==> src/core/gpd_consts.svh <==
// register offsets, field positions, reset values and timing counts of the port pair
`ifndef GPD_CONSTS_SVH
`define GPD_CONSTS_SVH

// ----------------------------------------------------------------
// i/o space offsets
// ----------------------------------------------------------------
`define GPD_OFS_B_LEVELS   6'h16
`define GPD_OFS_B_DIR      6'h17
`define GPD_OFS_B_LATCH    6'h18
`define GPD_OFS_A_LEVELS   6'h19
`define GPD_OFS_A_DIR      6'h1A
`define GPD_OFS_A_LATCH    6'h1B
`define GPD_OFS_CORE_CTRL  6'h35

// ----------------------------------------------------------------
// fields and reset values
// ----------------------------------------------------------------
`define GPD_EXT_MEM_EN_BIT 7
`define GPD_RST_LATCH      8'h00
`define GPD_RST_DIR        8'h00
`define GPD_RST_CTRL       8'h00

// ----------------------------------------------------------------
// external memory map and timing
// ----------------------------------------------------------------
`define GPD_EXT_BOUNDARY   16'h0460
`define GPD_STROBE_CYC     3'h4

`endif

==> src/core/gpd_pkg.sv <==
// types shared by the port pair design
`default_nettype none

package gpd_pkg;
	typedef enum logic [2:0] {
		XM_IDLE,
		XM_ADDR,
		XM_HOLD,
		XM_STROBE,
		XM_DONE
	} gpd_xm_state_t;
endpackage

`default_nettype wire

==> src/core/gpd_sync2.sv <==
// two-flop synchroniser for a byte of pin levels
`timescale 1ns/1ps
`default_nettype none

module gpd_sync2 (
	input  wire logic       ref_clk,
	input  wire logic [7:0] pinIn,
	output logic      [7:0] levels
);
	logic [7:0] meta_reg;

	// first stage feeds only the second stage
	always_ff @(posedge ref_clk) begin
		meta_reg <= pinIn;
		levels   <= meta_reg;
	end
endmodule

`default_nettype wire

==> src/core/gpd_gpio_port.sv <==
// one 8-bit port: output latch, direction, pin drive and pull-up control
`timescale 1ns/1ps
`default_nettype none
`include "gpd_consts.svh"

module gpd_gpio_port (
	input  wire logic       ref_clk,
	input  wire logic       rst,
	input  wire logic       wrLatch,
	input  wire logic       wrDir,
	input  wire logic [7:0] wrMask,
	input  wire logic [7:0] wrVal,
	input  wire logic [7:0] ovrEn,
	input  wire logic [7:0] ovrOe,
	input  wire logic [7:0] ovrOut,
	input  wire logic [7:0] ovrPu,
	input  wire logic [7:0] altSel,
	input  wire logic [7:0] altVal,
	output logic      [7:0] latchVal,
	output logic      [7:0] dirVal,
	output logic      [7:0] pinOut,
	output logic      [7:0] pinOe,
	output logic      [7:0] pinPu
);
	logic [7:0] oe_reg;
	logic [7:0] pu_reg;

	// ----------------------------------------------------------------
	// latch and direction, masked so one bit can change alone
	// ----------------------------------------------------------------
	always_ff @(posedge ref_clk) begin
		if (rst) begin
			latchVal <= `GPD_RST_LATCH;
		end else if (wrLatch) begin
			latchVal <= (latchVal & ~wrMask) | (wrVal & wrMask);
		end
	end

	always_ff @(posedge ref_clk) begin
		if (rst) begin
			dirVal <= `GPD_RST_DIR;
		end else if (wrDir) begin
			dirVal <= (dirVal & ~wrMask) | (wrVal & wrMask);
		end
	end

	// ----------------------------------------------------------------
	// pin drive
	// ----------------------------------------------------------------
	always_ff @(posedge ref_clk) begin
		if (rst) begin
			oe_reg <= 8'h00;
			pu_reg <= 8'h00;
			pinOut <= 8'h00;
		end else begin
			oe_reg <= (ovrEn & ovrOe) | (~ovrEn & dirVal);
			pu_reg <= (ovrEn & ovrPu) | (~ovrEn & ~dirVal & latchVal);
			pinOut <= (ovrEn & ovrOut) | (~ovrEn & altSel & altVal)
				| (~ovrEn & ~altSel & latchVal);
		end
	end

	// reset floats the pins at once; the gate keeps this off the clock
	assign pinOe = oe_reg & {8{~rst}};
	assign pinPu = pu_reg & {8{~rst}};
endmodule

`default_nettype wire

==> src/core/gpd_port_pair.sv <==
// two i/o ports with the external memory bus override of the first port
`timescale 1ns/1ps
`default_nettype none
`include "gpd_consts.svh"

module gpd_port_pair import gpd_pkg::*; (
	input  wire logic        ref_clk,
	input  wire logic        rst,
	input  wire logic [5:0]  ioAddr,
	input  wire logic        ioWrEn,
	input  wire logic        ioRdEn,
	input  wire logic        ioSetBit,
	input  wire logic        ioClrBit,
	input  wire logic [2:0]  ioBitIdx,
	input  wire logic [7:0]  ioWrData,
	output logic      [7:0]  ioRdData,
	input  wire logic        xmReq,
	input  wire logic        xmWe,
	input  wire logic [15:0] xmAddr,
	input  wire logic [7:0]  xmWrData,
	output logic             xmAck,
	output logic      [7:0]  xmRdData,
	input  wire logic [7:0]  portAIn,
	output logic      [7:0]  portAOut,
	output logic      [7:0]  portAOe,
	output logic      [7:0]  portAPu,
	input  wire logic [7:0]  portBIn,
	output logic      [7:0]  portBOut,
	output logic      [7:0]  portBOe,
	output logic      [7:0]  portBPu,
	output logic      [7:0]  portCAddrOut,
	output logic             portCOvr,
	output logic             aleOut,
	output logic             rdStrobeN,
	output logic             wrStrobeN,
	output logic             portDEOvr,
	input  wire logic        timer0CompareOut,
	input  wire logic        timer0CompareEn,
	input  wire logic        timer2CompareOut,
	input  wire logic        timer2CompareEn,
	input  wire logic        uartSecondTx,
	input  wire logic        uartSecondTxEn,
	input  wire logic        spiMosiOut,
	input  wire logic        spiMisoOut,
	input  wire logic        spiSckOut,
	input  wire logic        spiOutEn,
	output logic             timer0CountIn,
	output logic             timer1CountIn,
	output logic             uartSecondRx,
	output logic             spiSsIn,
	output logic             spiMosiIn,
	output logic             spiMisoIn,
	output logic             spiSckIn
);
	logic [7:0]    core_control_reg;
	logic          extMemEn;
	gpd_xm_state_t state_reg;
	gpd_xm_state_t state_next;
	logic [2:0]    cnt_reg;
	logic [15:0]   addr_reg;
	logic [7:0]    wdata_reg;
	logic          we_reg;
	logic [7:0]    levelsA;
	logic [7:0]    levelsB;
	logic [7:0]    latchA;
	logic [7:0]    latchB;
	logic [7:0]    dirA;
	logic [7:0]    dirB;
	logic          anyWr;
	logic [7:0]    wrMask;
	logic [7:0]    wrVal;
	logic          isExt;
	logic          strobeLast;
	logic [7:0]    ovrOeA;
	logic [7:0]    ovrOutA;
	logic [7:0]    altSelB;
	logic [7:0]    altValB;

	assign extMemEn = core_control_reg[`GPD_EXT_MEM_EN_BIT];

	// ----------------------------------------------------------------
	// i/o space writes: whole byte or one bit
	// ----------------------------------------------------------------
	always_comb begin
		anyWr = ioWrEn | ioSetBit | ioClrBit;
		if (ioWrEn) begin
			wrMask = 8'hFF;
			wrVal  = ioWrData;
		end else begin
			wrMask = 8'(8'h01 << ioBitIdx);
			wrVal  = ioSetBit ? 8'hFF : 8'h00;
		end
	end

	always_ff @(posedge ref_clk) begin
		if (rst) begin
			core_control_reg <= `GPD_RST_CTRL;
		end else if (anyWr && ioAddr == `GPD_OFS_CORE_CTRL) begin
			core_control_reg <= (core_control_reg & ~wrMask) | (wrVal & wrMask);
		end
	end

	// ----------------------------------------------------------------
	// i/o space reads, one cycle after the strobe
	// ----------------------------------------------------------------
	always_ff @(posedge ref_clk) begin
		if (rst) begin
			ioRdData <= 8'h00;
		end else if (ioRdEn) begin
			unique case (ioAddr)
				`GPD_OFS_A_LATCH:   ioRdData <= latchA;
				`GPD_OFS_A_DIR:     ioRdData <= dirA;
				`GPD_OFS_A_LEVELS:  ioRdData <= levelsA;
				`GPD_OFS_B_LATCH:   ioRdData <= latchB;
				`GPD_OFS_B_DIR:     ioRdData <= dirB;
				`GPD_OFS_B_LEVELS:  ioRdData <= levelsB;
				`GPD_OFS_CORE_CTRL: ioRdData <= core_control_reg;
				default:            ioRdData <= 8'h00;
			endcase
		end
	end

	// ----------------------------------------------------------------
	// pin synchronisers
	// ----------------------------------------------------------------
	gpd_sync2 u_sync_a (
		.ref_clk (ref_clk),
		.pinIn   (portAIn),
		.levels  (levelsA)
	);

	gpd_sync2 u_sync_b (
		.ref_clk (ref_clk),
		.pinIn   (portBIn),
		.levels  (levelsB)
	);

	// ----------------------------------------------------------------
	// external bus sequencer
	// ----------------------------------------------------------------
	// accesses below the boundary are internal and raise no ale or strobe, but their high address byte still reaches portCAddrOut
	assign isExt      = extMemEn && (xmAddr >= `GPD_EXT_BOUNDARY);
	assign strobeLast = (cnt_reg == `GPD_STROBE_CYC - 3'h1);

	always_comb begin
		state_next = state_reg;
		unique case (state_reg)
			XM_IDLE:   if (xmReq && isExt) state_next = XM_ADDR;
			XM_ADDR:   state_next = XM_HOLD;
			XM_HOLD:   state_next = XM_STROBE;
			XM_STROBE: if (strobeLast) state_next = XM_DONE;
			XM_DONE:   state_next = XM_IDLE;
		endcase
	end

	always_ff @(posedge ref_clk) begin
		if (rst) begin
			state_reg <= XM_IDLE;
		end else begin
			state_reg <= state_next;
		end
	end

	always_ff @(posedge ref_clk) begin
		if (rst || state_reg != XM_STROBE) begin
			cnt_reg <= 3'h0;
		end else begin
			cnt_reg <= cnt_reg + 3'h1;
		end
	end

	always_ff @(posedge ref_clk) begin
		if (rst) begin
			addr_reg  <= 16'h0000;
			wdata_reg <= 8'h00;
			we_reg    <= 1'b0;
		end else if (state_reg == XM_IDLE && xmReq) begin
			addr_reg  <= xmAddr;
			wdata_reg <= xmWrData;
			we_reg    <= xmWe;
		end
	end

	// answer: internal or disabled-range requests get zero, no aliasing
	always_ff @(posedge ref_clk) begin
		if (rst) begin
			xmAck    <= 1'b0;
			xmRdData <= 8'h00;
		end else begin
			xmAck <= (state_reg == XM_IDLE && xmReq && !isExt) || state_reg == XM_DONE;
			if (state_reg == XM_IDLE && xmReq && !isExt) begin
				xmRdData <= 8'h00;
			end else if (state_reg == XM_STROBE && strobeLast && !we_reg) begin
				xmRdData <= levelsA;
			end
		end
	end

	// port a drives the low address until the strobe phase; reads float it
	always_comb begin
		ovrOeA  = 8'h00;
		ovrOutA = addr_reg[7:0];
		unique case (state_reg)
			XM_ADDR, XM_HOLD: ovrOeA = 8'hFF;
			XM_STROBE, XM_DONE: begin
				ovrOeA  = we_reg ? 8'hFF : 8'h00;
				ovrOutA = wdata_reg;
			end
			XM_IDLE: ovrOeA = 8'h00;
		endcase
	end

	// control pins share the one-cycle register stage of the port pins
	always_ff @(posedge ref_clk) begin
		if (rst) begin
			aleOut       <= 1'b0;
			rdStrobeN    <= 1'b1;
			wrStrobeN    <= 1'b1;
			portCAddrOut <= 8'h00;
			portCOvr     <= 1'b0;
			portDEOvr    <= 1'b0;
		end else begin
			aleOut       <= (state_reg == XM_ADDR);
			rdStrobeN    <= !(state_reg == XM_STROBE && !we_reg);
			wrStrobeN    <= !(state_reg == XM_STROBE && we_reg);
			portCAddrOut <= addr_reg[15:8];
			portCOvr     <= extMemEn;
			portDEOvr    <= extMemEn;
		end
	end

	// ----------------------------------------------------------------
	// ports
	// ----------------------------------------------------------------
	gpd_gpio_port u_port_a (
		.ref_clk  (ref_clk),
		.rst      (rst),
		.wrLatch  (anyWr && ioAddr == `GPD_OFS_A_LATCH),
		.wrDir    (anyWr && ioAddr == `GPD_OFS_A_DIR),
		.wrMask   (wrMask),
		.wrVal    (wrVal),
		.ovrEn    ({8{extMemEn}}),
		.ovrOe    (ovrOeA),
		.ovrOut   (ovrOutA),
		.ovrPu    (8'hFF),
		.altSel   (8'h00),
		.altVal   (8'h00),
		.latchVal (latchA),
		.dirVal   (dirA),
		.pinOut   (portAOut),
		.pinOe    (portAOe),
		.pinPu    (portAPu)
	);

	// peripheral outputs replace the latch value only; direction stays
	// with software, as the alternate functions expect
	always_comb begin
		altSelB = {spiOutEn, spiOutEn, spiOutEn, 1'b0, uartSecondTxEn, 1'b0,
			timer2CompareEn, timer0CompareEn};
		altValB = {spiSckOut, spiMisoOut, spiMosiOut, 1'b0, uartSecondTx, 1'b0,
			timer2CompareOut, timer0CompareOut};
	end

	gpd_gpio_port u_port_b (
		.ref_clk  (ref_clk),
		.rst      (rst),
		.wrLatch  (anyWr && ioAddr == `GPD_OFS_B_LATCH),
		.wrDir    (anyWr && ioAddr == `GPD_OFS_B_DIR),
		.wrMask   (wrMask),
		.wrVal    (wrVal),
		.ovrEn    (8'h00),
		.ovrOe    (8'h00),
		.ovrOut   (8'h00),
		.ovrPu    (8'h00),
		.altSel   (altSelB),
		.altVal   (altValB),
		.latchVal (latchB),
		.dirVal   (dirB),
		.pinOut   (portBOut),
		.pinOe    (portBOe),
		.pinPu    (portBPu)
	);

	always_ff @(posedge ref_clk) begin
		timer0CountIn <= levelsB[0];
		timer1CountIn <= levelsB[1];
		uartSecondRx  <= levelsB[2];
		spiSsIn       <= levelsB[4];
		spiMosiIn     <= levelsB[5];
		spiMisoIn     <= levelsB[6];
		spiSckIn      <= levelsB[7];
	end

	// ----------------------------------------------------------------
	// checks
	// ----------------------------------------------------------------
	a_bit_set_isolated: assert property (@(posedge ref_clk) disable iff (rst)
		(ioSetBit && !ioWrEn && ioAddr == `GPD_OFS_B_DIR) |=>
		(dirB == ($past(dirB) | 8'($past(8'h01 << ioBitIdx)))))
		else $error("single bit set disturbed other direction bits");

	a_latch_readback: assert property (@(posedge ref_clk) disable iff (rst)
		(ioRdEn && ioAddr == `GPD_OFS_A_LATCH && !anyWr) |=> (ioRdData == latchA))
		else $error("latch read does not return stored bits");

	a_levels_lag: assert property (@(posedge ref_clk) disable iff (rst)
		##2 (levelsB == $past(portBIn, 2)))
		else $error("pin levels not two cycles behind pins");

	a_gpio_drive: assert property (@(posedge ref_clk) disable iff (rst)
		(!extMemEn && !$past(extMemEn)) |=> (portBOe == $past(dirB)))
		else $error("port b enable does not follow direction");

	a_pullup_gate: assert property (@(posedge ref_clk) disable iff (rst)
		##1 ((portBPu & portBOe) == 8'h00))
		else $error("pull-up on while pin drives");

	a_reset_float: assert property (@(posedge ref_clk)
		rst |-> (portAOe == 8'h00 && portBOe == 8'h00))
		else $error("pins driven during reset");

	a_bus_pullups: assert property (@(posedge ref_clk) disable iff (rst)
		$past(extMemEn) |-> (portAPu == 8'hFF))
		else $error("port a pull-ups off as bus");

	a_ale_then_strobe: assert property (@(posedge ref_clk) disable iff (rst)
		$fell(aleOut) |-> (portAOe == 8'hFF && portAOut == $past(addr_reg[7:0], 2))
		##1 (!rdStrobeN || !wrStrobeN) [*4] ##1 (rdStrobeN && wrStrobeN))
		else $error("address or strobe timing wrong");

	a_ale_low_transfer: assert property (@(posedge ref_clk) disable iff (rst)
		(!rdStrobeN || !wrStrobeN) |-> !aleOut)
		else $error("address strobe high during transfer");

	a_no_ext_strobe: assert property (@(posedge ref_clk) disable iff (rst)
		(state_reg == XM_IDLE && xmReq && !isExt) |=> xmAck ##1 (rdStrobeN && wrStrobeN))
		else $error("internal access reached external strobes");
endmodule

`default_nettype wire

==> config.mk <==
export PLATFORM = sky130hd
export DESIGN_NAME = gpd_port_pair
export DESIGN_NICKNAME = d
export VERILOG_FILES = /design/src/core/gpd_pkg.sv /design/src/core/gpd_sync2.sv /design/src/core/gpd_gpio_port.sv /design/src/core/gpd_port_pair.sv
export VERILOG_INCLUDE_DIRS = /design/src /design/src/core
export SDC_FILE = /design/constraint.sdc
export NUM_CORES = 1
export LEC_CHECK = 0
export BUFFER_PORTS_ARGS = -buffer_cell sky130_fd_sc_hd__buf_2
export CAP_MARGIN = 10
export CORE_MARGIN = 2
export CORE_UTILIZATION = 49
export CTS_CLUSTER_SIZE = 24
export DETAILED_ROUTE_END_ITERATION = 10
export PLACE_DENSITY_LB_ADDON = 0.3
export SYNTH_ARGS = -nofsm -noshare
export SYNTH_HDL_FRONTEND = slang
export SYNTH_HIERARCHICAL = 1
export SYNTH_SLANG_ARGS = --single-unit
==> constraint.sdc <==
create_clock -name ref_clk -period 1.9 [get_ports ref_clk]
set_input_delay 0.38 -clock ref_clk [delete_from_list [all_inputs] [get_ports ref_clk]]
set_output_delay 0.38 -clock ref_clk [all_outputs]
set_load 0.005 [all_outputs]
---- Word level (Yosys, flattened, before mapping) ----
Cells that the tools add are included.
operators by class
  add/sub/neg operators ................... 1
  multipliers ............................. 0
  div/mod/pow operators ................... 0
  order comparisons ....................... 1
  equality and inequality tests ........... 15
  shifts and indexed selects .............. 1
  muxes and demuxes ....................... 10
  bitwise logic cells ..................... 36
  reduce and logical (&&, ||, !) cells .... 24
operators by type and width
  operator                number
  $and A8 B8 Y8           19
  $or A8 B8 Y8            9
  $pmux W8 S7             1
  $mux W8                 5
  $not A8 Y8              5
  $eq A6 B5 Y1 const B    6
  $pmux W8 S3             1
  $ge A16 B11 Y1 const B  1
  $pmux W3 S5             1
  $logic_and A1 B1 Y1     13
  $eq A3 B2 Y1 const B    3
  $shl A1 B3 Y8 const A   1
  $eq A6 B6 Y1 const B    1
  $mux W3                 2
  $reduce_or A2 Y1        3
  $logic_not A1 Y1        4
  $ne A2 B2 Y1 const B    2
  $add A3 B1 Y3 const B   1
  $eq A3 B1 Y1 const B    1
  $eq A3 B3 Y1 const B    1
  $logic_not A3 Y1        1
  $ne A3 B2 Y1 const B    1
  $logic_or A1 B1 Y1      2
  $or A1 B1 Y1            2
  2 further kinds         2
storage, ports and cells
  flip-flop bits (word level) ............. 187
  latch bits .............................. 0
  memory bits (writable) .................. 0
  memory bits (read-only) ................. 0
  input port bits ......................... 75
  output and inout port bits .............. 85
  logic and storage cells ................. 123
  memories ................................ 0

---- Depth between registers and ports, before layout ----
Gate-level depths: netlist (run 1).
  word-level depth ........................ 5
  depth in mapped cells ................... 9
  depth with buffers taken out ............ 6

---- Hierarchy ----
The synthesis (run 1) kept the hierarchy.
modules (own cells, without submodules)
  module         instances  cells each  area each (sq um)  seq. area each (sq um)
  gpd_gpio_port  2          186         1784.2             800.8
  gpd_port_pair  1          403         3464.6             1501.4
  gpd_sync2      2          16          320.3              320.3

---- Least setup slack after synthesis (run 1) ----
No wires, ideal clock.
  path kind ............................... flip-flop to flip-flop
  from .................................... register (tool-made name)
  to ...................................... register state_reg[0]
  setup time .............................. 86 ps
  arrival time ............................ 1816 ps
  required time ........................... 1814 ps
  path slack .............................. -1 ps
  stages on the path, launching flop included .. 4
  buffers on the path ..................... 0
  path through ............................ dfxtp_1 o21ai_0 a211o_1 a211oi_1
RTL lines
  what                    RTL line              text
  end signal: assignment  gpd_port_pair.sv:160  state_reg <= state_next;
  end: declaration        gpd_port_pair.sv:57   gpd_xm_state_t state_reg;

---- Worst setup path after layout (run 1) ----
  from .................................... register state_reg[0]
  to ...................................... register u_port_a.pinOut[7]
on the way
  longest elaborated chain between the ends .. 5
  elaborated cells between the ends (all ways) .. 6
  classes of those cells .................. eq/ne: 2; mux: 1; bitwise: 2; reduce/logical: 1
ends and longest elaborated chain
  what                                                 RTL line              text
  $eq A3 B3 Y1 / $eq A3 B2 Y1 (equally long branches)  gpd_port_pair.sv:203  unique case (state_reg)
  $reduce_or A2 Y1 *                                   gpd_port_pair.sv:203
  $mux W8 *                                            gpd_port_pair.sv:203
  named net ovrOutA[7]                                 gpd_port_pair.sv:75   logic [7:0] ovrOutA;
  $and A8 B8 Y8 *                                      gpd_gpio_port.sv:58   pinOut <= (ovrEn & ovrOut) | (~ovrEn & altSel & altVal)
  $or A8 B8 Y8 *                                       gpd_gpio_port.sv:59   | (~ovrEn & ~altSel & latchVal);
  end signal: assignment                               gpd_gpio_port.sv:58
  end: declaration                                     gpd_gpio_port.sv:21   output logic [7:0] pinOut,
Mark *: on every way through the listed nets, which the timed path passes. The rest lies on a longest branch.
A chain may end at the register's enable or synchronous reset.

==> impl_metrics.toml, run 1 <==
[final_layout]
area_growth_pct = 25.9
drive_gt1_frac = 0.261
final_util = 0.633
nets = 1141
fillers = 1316
register_area_mm2 = 0.00374
multi_input_area_mm2 = 0.00392
num_antenna_cells = 0

[status]
status = "completed"

[cts]
clock-sinks = 187
ctsHtreeMaxLevel = 4
clk_latency_ns = 0.43
cts_tree = "built"
clk_pin_slew_ns = 0.07
cts-buffers-inserted = 17
clock_path_buffers = 2
cts-root-buf = "clkbuf_16"

[critical_path]
r2r_cells = 5
timing.rr.start = "state_reg[0]"
critPathRequiredTime_ns = 2.21
startpoint_type = "flop"
crit_path_end_kind = "flop"
timing.reg2reg.setup_slack_ns = 0.15
worstPathArrival_ns = 2.06
crit_fanout = 8
reg2reg_to = "u_port_a/pinOut[7]"
worstSetupPathType = "reg2reg"

[logic_synthesis]
yosysTopAreaCellShare = 0.488
synth-edff-count = 0
synth.top_cells.by_area = "dfxtp_1, mux2i_1, nand2_1"
ys_warn_count = 6
synthArstFlopShare = 0
yosys-top-cells-count = "dfxtp_1, nand2_1, a21oi_1"
synth_top_cell_by_area = "dfxtp_1"
synthCells = 807
synth-seq-cells = 187
netlist-cell-type-count = 60
yosysSeqAreaShare = 0.488
yosysMostFrequentCell = "dfxtp_1"
synth_ff_type = "dfxtp_1"
synth_area_mm2 = 0.00767
syn_area_per_cell_um2 = 9.51

[power]
p_switching_mw = 2.00
ir_drop_mv = 0.698
pwr-share-seq = 0.497
combPwrFrac = 0.086
p_int_mw = 6.30
powerDensity_mw_per_mm2 = 859
clock_power_share = 0.417
leakage_nw = 4.22
power_mw = 8.30
swShare = 0.241

[global_routing]
grtUsageMet2 = 0.378
grt_max_degree = 45
antenna_found_initial = 0
grt_util_met3 = 0.0487
grt_pass1_vias = 5990
grt_pass1_wl_um = 30000
grtUsageMet1 = 0.302
globalRoute.totalOverflow = 0
grtUsageTotal = 0.230
grt.busiest_layer = "met2"

[floorplanning]
dieArea_mm2 = 0.0167
coreArea_mm2 = 0.0153
rows = 45
chipHeight_um = 129
die_w_um = 129
start_util = 0.503
ios = 160

[timing]
setup_viol = 0
slew_headroom = 0.311
drv_slew = 0
finalWorstSetupSlack_ns = 0.154
worst_slew_pin_slew_ns = 1.03
rsz0062_at_grt = "false"
fin_crit_ns = 1.75
hold_viol = 0
timing.fmax_mhz = 573
fin_tns_setup_ns = 0
fin_worst_skew_ns = 0.0113
period_share = 0.919

[drt]
routed_wl_um = 19000
dr.first_iter.drc_count = 395
drtAntennaViolNets = 0
detail_route.wl_per_cell_um = 14.7
vias = 6460
drt_pre_antenna_iters = 5
viasPerCell = 5.02
drc_errors = 0

[run]
maxCapViolCount = 0

[worst_hold_path]
min_path_cells = 1
min_to = "u_sync_b/meta_reg[2]"
holdCritPathClass = "in2reg"
min_from = "portBIn[2]"

[placed_design]
dp_slack_ns = -0.210
portBuffers = 159
post-dp-hpwl_um = 13800
place.gp.congestion = 0.879
## layout make-up
type,count,share of cell area
clock inverter,13,0.0153
inverter,21,0.00816
sequential,187,0.388
tap,211,0.0273
clock buffer,17,0.0440
multi-input combinational,645,0.405
timing repair buffer,192,0.112
## cell families after synthesis
logic type,share of synthesized area
AND/OR/NAND/NOR,0.215
AO/OA/AOI/OAI,0.177
flip-flops,0.488
buffers and inverters,0.0468
multiplexers,0.0698
adder cells (fa/ha/maj),0.00326
other,0.000979
## metal layers
metal | vias up | share of wire
met2 | 212 | 0.47
met3 | 31 | 0.062
met5 | - | 0
met4 | 0 | 0.022
li1 | 3236 | -
met1 | 2981 | 0.45
## power by group through the flow
stage	clock [mW]	sequential, mW	combinational, mW
after floorplan	0	4.20	0.409
after global placement	0	4.21	0.686
after detailed placement	0	4.21	0.694
after CTS	3.52	4.12	0.700
after global routing	3.67	4.14	0.790
final	3.46	4.12	0.712
## critical path: stages (launching register included)
cell      delay [ns]
dfxtp_1         0.46
nand2_1         0.15
o21ai_2         0.43
mux2_2          0.42
nor2b_1         0.12
a211oi_1        0.06
## metrics by stage
stage	area (um2)	instances	hold slack (ns)
finish	9660	1286	0.0519
global route	9660	1286	0.0354
CTS	9650	1286	0.0384
detailed placement	9080	1256	0.312
global placement	9080	1256	0.310
floorplan	8010	897	0.310
## cell usage in the layout, fill, tap and decap left out, types with 3 or more instances in the layout
master	n
dfxtp_1	186
buf_2	158
nand2_1	109
conb_1	92
a21oi_1	78
nor2b_1	60
mux2i_1	43
nand3_1	42
nor2_1	34
buf_4	31
a21bo_2	24
inv_1	21
a211oi_1	17
clkbuf_16	17
or3b_1	16
a22oi_1	11
mux2_2	8
a22o_1	8
a32oi_1	8
a21bo_1	8
a21oi_2	8
or2_2	7
o2111ai_1	7
a21boi_0	7
nand2b_1	5
nor3b_1	5
and3b_1	4
and2_1	4
clkinv_4	4
and3_1	3
clkinvlp_4	3
buf_12	3
## worst max path at each step
| stage | startpoint | endpoint | slack [ns] | depth (start not counted) |
|---|---|---|---|---|
| 2_1_floorplan | ioAddr[2] | flop | 0.20 | 7 |
| 3_3_place_gp | ioAddr[5] | flop | -0.17 | 6 |
| 3_5_place_dp | ioAddr[5] | flop | -0.21 | 6 |
| 4_1_cts | state_reg[2] | xmRdData[4] | 0.11 | 6 |
| 5_1_grt | ioAddr[5] | flop | 0.02 | 6 |
| 6_report | state_reg[0] | u_port_a/pinOut[7] | 0.15 | 5 |
## what timing repair did
| item | 4_1_cts | 5_1_grt |
|---|---|---|
| setup endpoints to repair | 0 | 7 |
| hold buffers | 0 | 0 |
| resized for setup | 0 | 1 |
| setup buffers | 0 | 0 |
| endpoints found under the hold margin | 0 | 0 |
No activity file was read; power rests on OpenSTA's default activity.
==> inputs of run 2 (changes only) <==
--- a/config.mk
+++ b/config.mk
@@ -8,8 +8,9 @@
 export LEC_CHECK = 0
 export BUFFER_PORTS_ARGS = -buffer_cell sky130_fd_sc_hd__buf_2
 export CAP_MARGIN = 10
+export CORE_ASPECT_RATIO = 1.5
 export CORE_MARGIN = 2
-export CORE_UTILIZATION = 49
+export CORE_UTILIZATION = 25
 export CTS_CLUSTER_SIZE = 24
 export DETAILED_ROUTE_END_ITERATION = 10
 export PLACE_DENSITY_LB_ADDON = 0.3
==> run 2 against run 1 <==
Against the previous run:
- non-clock buffer count rose by 19
- final area is 4.7% higher
- core utilization down 30 points
- critical path depth stayed put
- worst setup slack better by 0.062 ns
- sequential power about the same
- maximum frequency up 3.7%
- critical path type unchanged
- critical endpoint is now xmRdData[3]
==> impl_metrics.toml, run 2 (synthesis results as in run 1) <==
[status]
status = "completed"

[cts]
clock-sinks = 187
clock_path_buffers = 2
ctsHtreeMaxLevel = 4
cts-root-buf = "clkbuf_16"
cts-buffers-inserted = 17
clk_latency_ns = 0.45
cts_post_setup_buffers_inserted = 0
cts_hold_buffers = 11
cts_tree = "built"
clk_pin_slew_ns = 0.07
cts_resized = 0

[critical_path]
cp_cell_sequence = "nor4bb_1, buf_4, nand2_1, nand2_1, a21oi_1"
crit_fanout = 9
crit_slowest_cell = "dfxtp_1"
worstPathArrival_ns = 2.02
startpoint_type = "flop"
crit_path_end_kind = "flop"
critPathBufInv = 1
critical-path-top-delay-family = "simple AND/OR/NAND/NOR gates"
critPathRequiredTime_ns = 2.24
max_stage_delay_ns = 0.47
path_common_cell = "nand2_1"
worstSetupPathType = "reg2reg"

[floorplanning]
dieArea_mm2 = 0.0321
chipHeight_um = 219
start_util = 0.254
ios = 160
coreArea_mm2 = 0.0303
rows = 78
die_w_um = 147

[placed_design]
placed_cell_area_mm2 = 0.00939
dp_slack_ns = -0.234
place.gp.congestion = 0.816
portBuffers = 159
dp.cells = 1453
post-dp-hpwl_um = 17400

[final_layout]
postLayoutCellArea_mm2 = 0.0101
nets = 1160
instances_no_fill = 1496
final_cell_mix = "dfxtp_1, buf_2, nand2_1, conb_1, a21oi_1"
final_util = 0.334
final_common_cell = "dfxtp_1"
drive_gt1_frac = 0.265
area_growth_pct = 31.8
num_antenna_cells = 0

[timing]
hold_viol = 0
period_share = 0.886
slew_headroom = 0.297
worst_slew_pin_slew_ns = 1.05
drv_slew = 0
fin_worst_skew_ns = 0.00842
rsz0062_at_grt = "false"
fin_crit_ns = 1.68
timing.fmax_mhz = 594
finalWorstSetupSlack_ns = 0.216
setup_viol = 0

[power]
power_mw = 8.60
leakage_nw = 4.32
ir_drop_mv = 0.712
powerDensity_mw_per_mm2 = 850

[global_routing]
grtUsageMet2 = 0.267
grt_pass1_vias = 6135
grtUsageMet1 = 0.152
grt_util_met3 = 0.0294
grt_pass1_wl_um = 34400
grtUsageTotal = 0.143
antenna_found_initial = 2
grt_max_degree = 37
globalRoute.totalOverflow = 0
grt.busiest_layer = "met2"

[drt]
drtAntennaViolNets = 0
drc_errors = 0
routed_wl_um = 23000
detail_route.wl_per_cell_um = 15.4
viasPerCell = 4.27
dr.first_iter.drc_count = 355
drt_pre_antenna_iters = 5
vias = 6393

[worst_hold_path]
holdCritPathClass = "in2reg"

[run]
maxCapViolCount = 0
[run 2: worst paths after layout]
| check | startpoint | to | slack, ns | cells after the start |
|---|---|---|---|---|
| worst max-delay path | state_reg[0] | xmRdData[3] | 0.22 | 5 |
| worst min-delay path | portAIn[4] | u_sync_a/meta_reg[4] | 0.03 | 1 |
| worst max register to register | state_reg[0] | xmRdData[3] | 0.22 | 5 |
| worst min register to register | u_sync_a/meta_reg[5] | u_sync_a/levels[5] | 0.33 | 0 |
[run 2: layout make-up]
cell class | instances | area [um2]
Multi-Input combinational cell | 645 | 3910
Fill cell | 3216 | 20100
Timing Repair Buffer | 211 | 1270
Clock buffer | 18 | 439
Sequential cell | 187 | 3740
Tap cell | 400 | 500
Inverter | 21 | 78.8
Clock inverter | 14 | 178
[run 2: per-stage QoR]
step	setup TNS (ns)	hold slack, ns
finish	0	0.0283
global route	0	0.0109
global placement	-2.04	0.311
floorplan	0	0.310
CTS	0	0.00189
detailed placement	-2.92	0.312
[run 2: where the power goes]
part	switching (mW)	total (mW)	internal (mW)
combinational	0.421	0.735	0.314
sequential	0.0649	4.12	4.06
clock	1.71	3.74	2.03
total	2.19	8.60	6.40
[run 2: worst register-to-register path, stage by stage, from the launching register on]
cell      delay [ns]
dfxtp_1         0.47
nor4bb_1        0.46
buf_4           0.24
nand2_1         0.20
nand2_1         0.14
a21oi_1         0.07
[run 2: routing by layer]
metal,vias to the layer above,wire length (um)
met1,2942,9270
met3,33,827
met2,136,12100
met5,-,25
li1,3278,-
met4,4,762
==> inputs of run 3 (changes only) <==
--- a/config.mk
+++ b/config.mk
@@ -8,7 +8,7 @@
 export LEC_CHECK = 0
 export BUFFER_PORTS_ARGS = -buffer_cell sky130_fd_sc_hd__buf_2
 export CAP_MARGIN = 10
-export CORE_ASPECT_RATIO = 1.5
+export CORE_ASPECT_RATIO = 0.75
 export CORE_MARGIN = 2
 export CORE_UTILIZATION = 25
 export CTS_CLUSTER_SIZE = 24
==> run 3 against run 2 <==
Against the previous run:
- final area down 1.7%
- critical path depth unchanged
- via count down 0.77%
- sequential share of layout area up 0.66 points
- maximum frequency up 3.4%
- highest routed layer unchanged
- sequential power about the same
- core utilization down 0.54 points
- non-clock buffer count down 20
- die area about the same
==> impl_metrics.toml, run 3 (synthesis results as in run 1) <==
[status]
status = "completed"

[cts]
cts_post_setup_buffers_inserted = 0
ctsHtreeMaxLevel = 4
clk_pin_slew_ns = 0.08
clock-sinks = 187
clock_path_buffers = 2
clk_latency_ns = 0.43
cts_hold_buffers = 0
cts_resized = 0
cts-buffers-inserted = 17
cts-root-buf = "clkbuf_16"
cts_tree = "built"

[worst_hold_path]
min_from = "portAIn[6]"
min_to = "u_sync_a/meta_reg[6]"
min_path_cells = 1
holdCritPathClass = "in2reg"

[timing]
hold_viol = 0
fin_crit_ns = 1.63
fin_worst_skew_ns = 0.0106
timing.fmax_mhz = 614
setup_viol = 0
drv_slew = 0
period_share = 0.857
rsz0062_at_grt = "false"
fin_tns_setup_ns = 0

[global_routing]
globalRoute.totalOverflow = 0
grt_pass1_wl_um = 34700
antenna_found_initial = 5
grt_max_degree = 48
grt_pass1_vias = 6033
grtUsageTotal = 0.142

[floorplanning]
chipHeight_um = 156
coreArea_mm2 = 0.0302
ios = 160
rows = 55
start_util = 0.254
die_w_um = 206
dieArea_mm2 = 0.0321

[critical_path]
startpoint_type = "flop"
reg2reg_to = "xmRdData[3]"
crit_path_end_kind = "flop"
timing.rr.start = "state_reg[0]"
timing.reg2reg.setup_slack_ns = 0.27
r2r_cells = 5
worstSetupPathType = "reg2reg"
worstPathArrival_ns = 1.94
crit_fanout = 9
critPathRequiredTime_ns = 2.21

[power]
power_mw = 8.38
ir_drop_mv = 0.572
p_int_mw = 6.15
swShare = 0.266
clock_power_share = 0.422
combPwrFrac = 0.085
pwr-share-seq = 0.492
leakage_nw = 4.23
p_switching_mw = 2.23
powerDensity_mw_per_mm2 = 843

[drt]
drt_pre_antenna_iters = 5
viasPerCell = 4.29
detail_route.wl_per_cell_um = 15.3
routed_wl_um = 22500
dr.first_iter.drc_count = 354
vias = 6344
drc_errors = 0
drtAntennaViolNets = 0

[run]
maxCapViolCount = 0

[final_layout]
final_common_cell = "dfxtp_1"
final_util = 0.329
drive_gt1_frac = 0.261
instances_no_fill = 1478
nets = 1140
area_growth_pct = 29.5
final_cell_mix = "dfxtp_1, buf_2, nand2_1, conb_1, a21oi_1"

[placed_design]
portBuffers = 159
post-dp-hpwl_um = 17200
dp.cells = 1443
place.gp.congestion = 0.848
## run 3: cell count changes in the layout (fill, tap and decap cells not counted), sizes merged
cell,delta
dlygate4sd3,-11
buf,-9
diode,+3
bufinv,-2
clkinv,+1
inv,+1
## run 3: worst max-delay path by stage
stage / from / endpoint / slack [ns] / cells past startpoint
final: state_reg[0] / xmRdData[3] / 0.27 / 5
after global routing: state_reg[0] / xmRdData[1] / 0.09 / 5
after CTS: state_reg[1] / u_port_a/pinOut[5] / 0.29 / 6
after detailed placement: xmAddr[11] / xmRdData[3] / 0.11 / 6
after global placement: xmAddr[11] / xmRdData[0] / 0.11 / 6
after floorplan: ioAddr[2] / flop / 0.20 / 7
## run 3: layout make-up
class	count	area, um2
Antenna cell	3	7.51
Clock buffer	18	439
Clock inverter	14	148
Fill cell	3114	20300
Inverter	21	78.8
Multi-Input combinational cell	645	3910
Sequential cell	187	3740
Tap cell	399	499
Timing Repair Buffer	191	1110
## run 3: per-stage QoR
step | setup slack [ns] | hold WS, ns | area (um2)
after floorplan | 0.202 | 0.310 | 8010
after global placement | 0.112 | 0.311 | 9350
after detailed placement | 0.106 | 0.312 | 9350
after CTS | 0.291 | 0.0253 | 9930
after global routing | 0.0950 | 0.0294 | 9930
final | 0.272 | 0.0492 | 9940
## run 3: per-layer routing
| layer | share of wire | up-vias | track usage |
|---|---|---|---|
| li1 | - | 3243 | - |
| met1 | 0.51 | 2919 | 0.208 |
| met2 | 0.42 | 162 | 0.208 |
| met3 | 0.068 | 16 | 0.0374 |
| met4 | 0.0081 | 4 | 0.0289 |
| met5 | 0.0011 | - | 0 |
## run 3: critical path, stage by stage, from the launching register on
cell and delay, ns:
dfxtp_1 0.49, nor4bb_1 0.41, buf_4 0.24, nand2_1 0.18, nand2_1 0.13, a21oi_1 0.07
## run 3: power groups by stage
stage,combinational (mW),clock [mW],sequential (mW)
floorplan,0.409,0,4.20
global placement,0.711,0,4.22
detailed placement,0.715,0,4.22
CTS,0.717,3.67,4.13
global route,0.803,3.82,4.14
finish,0.716,3.54,4.13
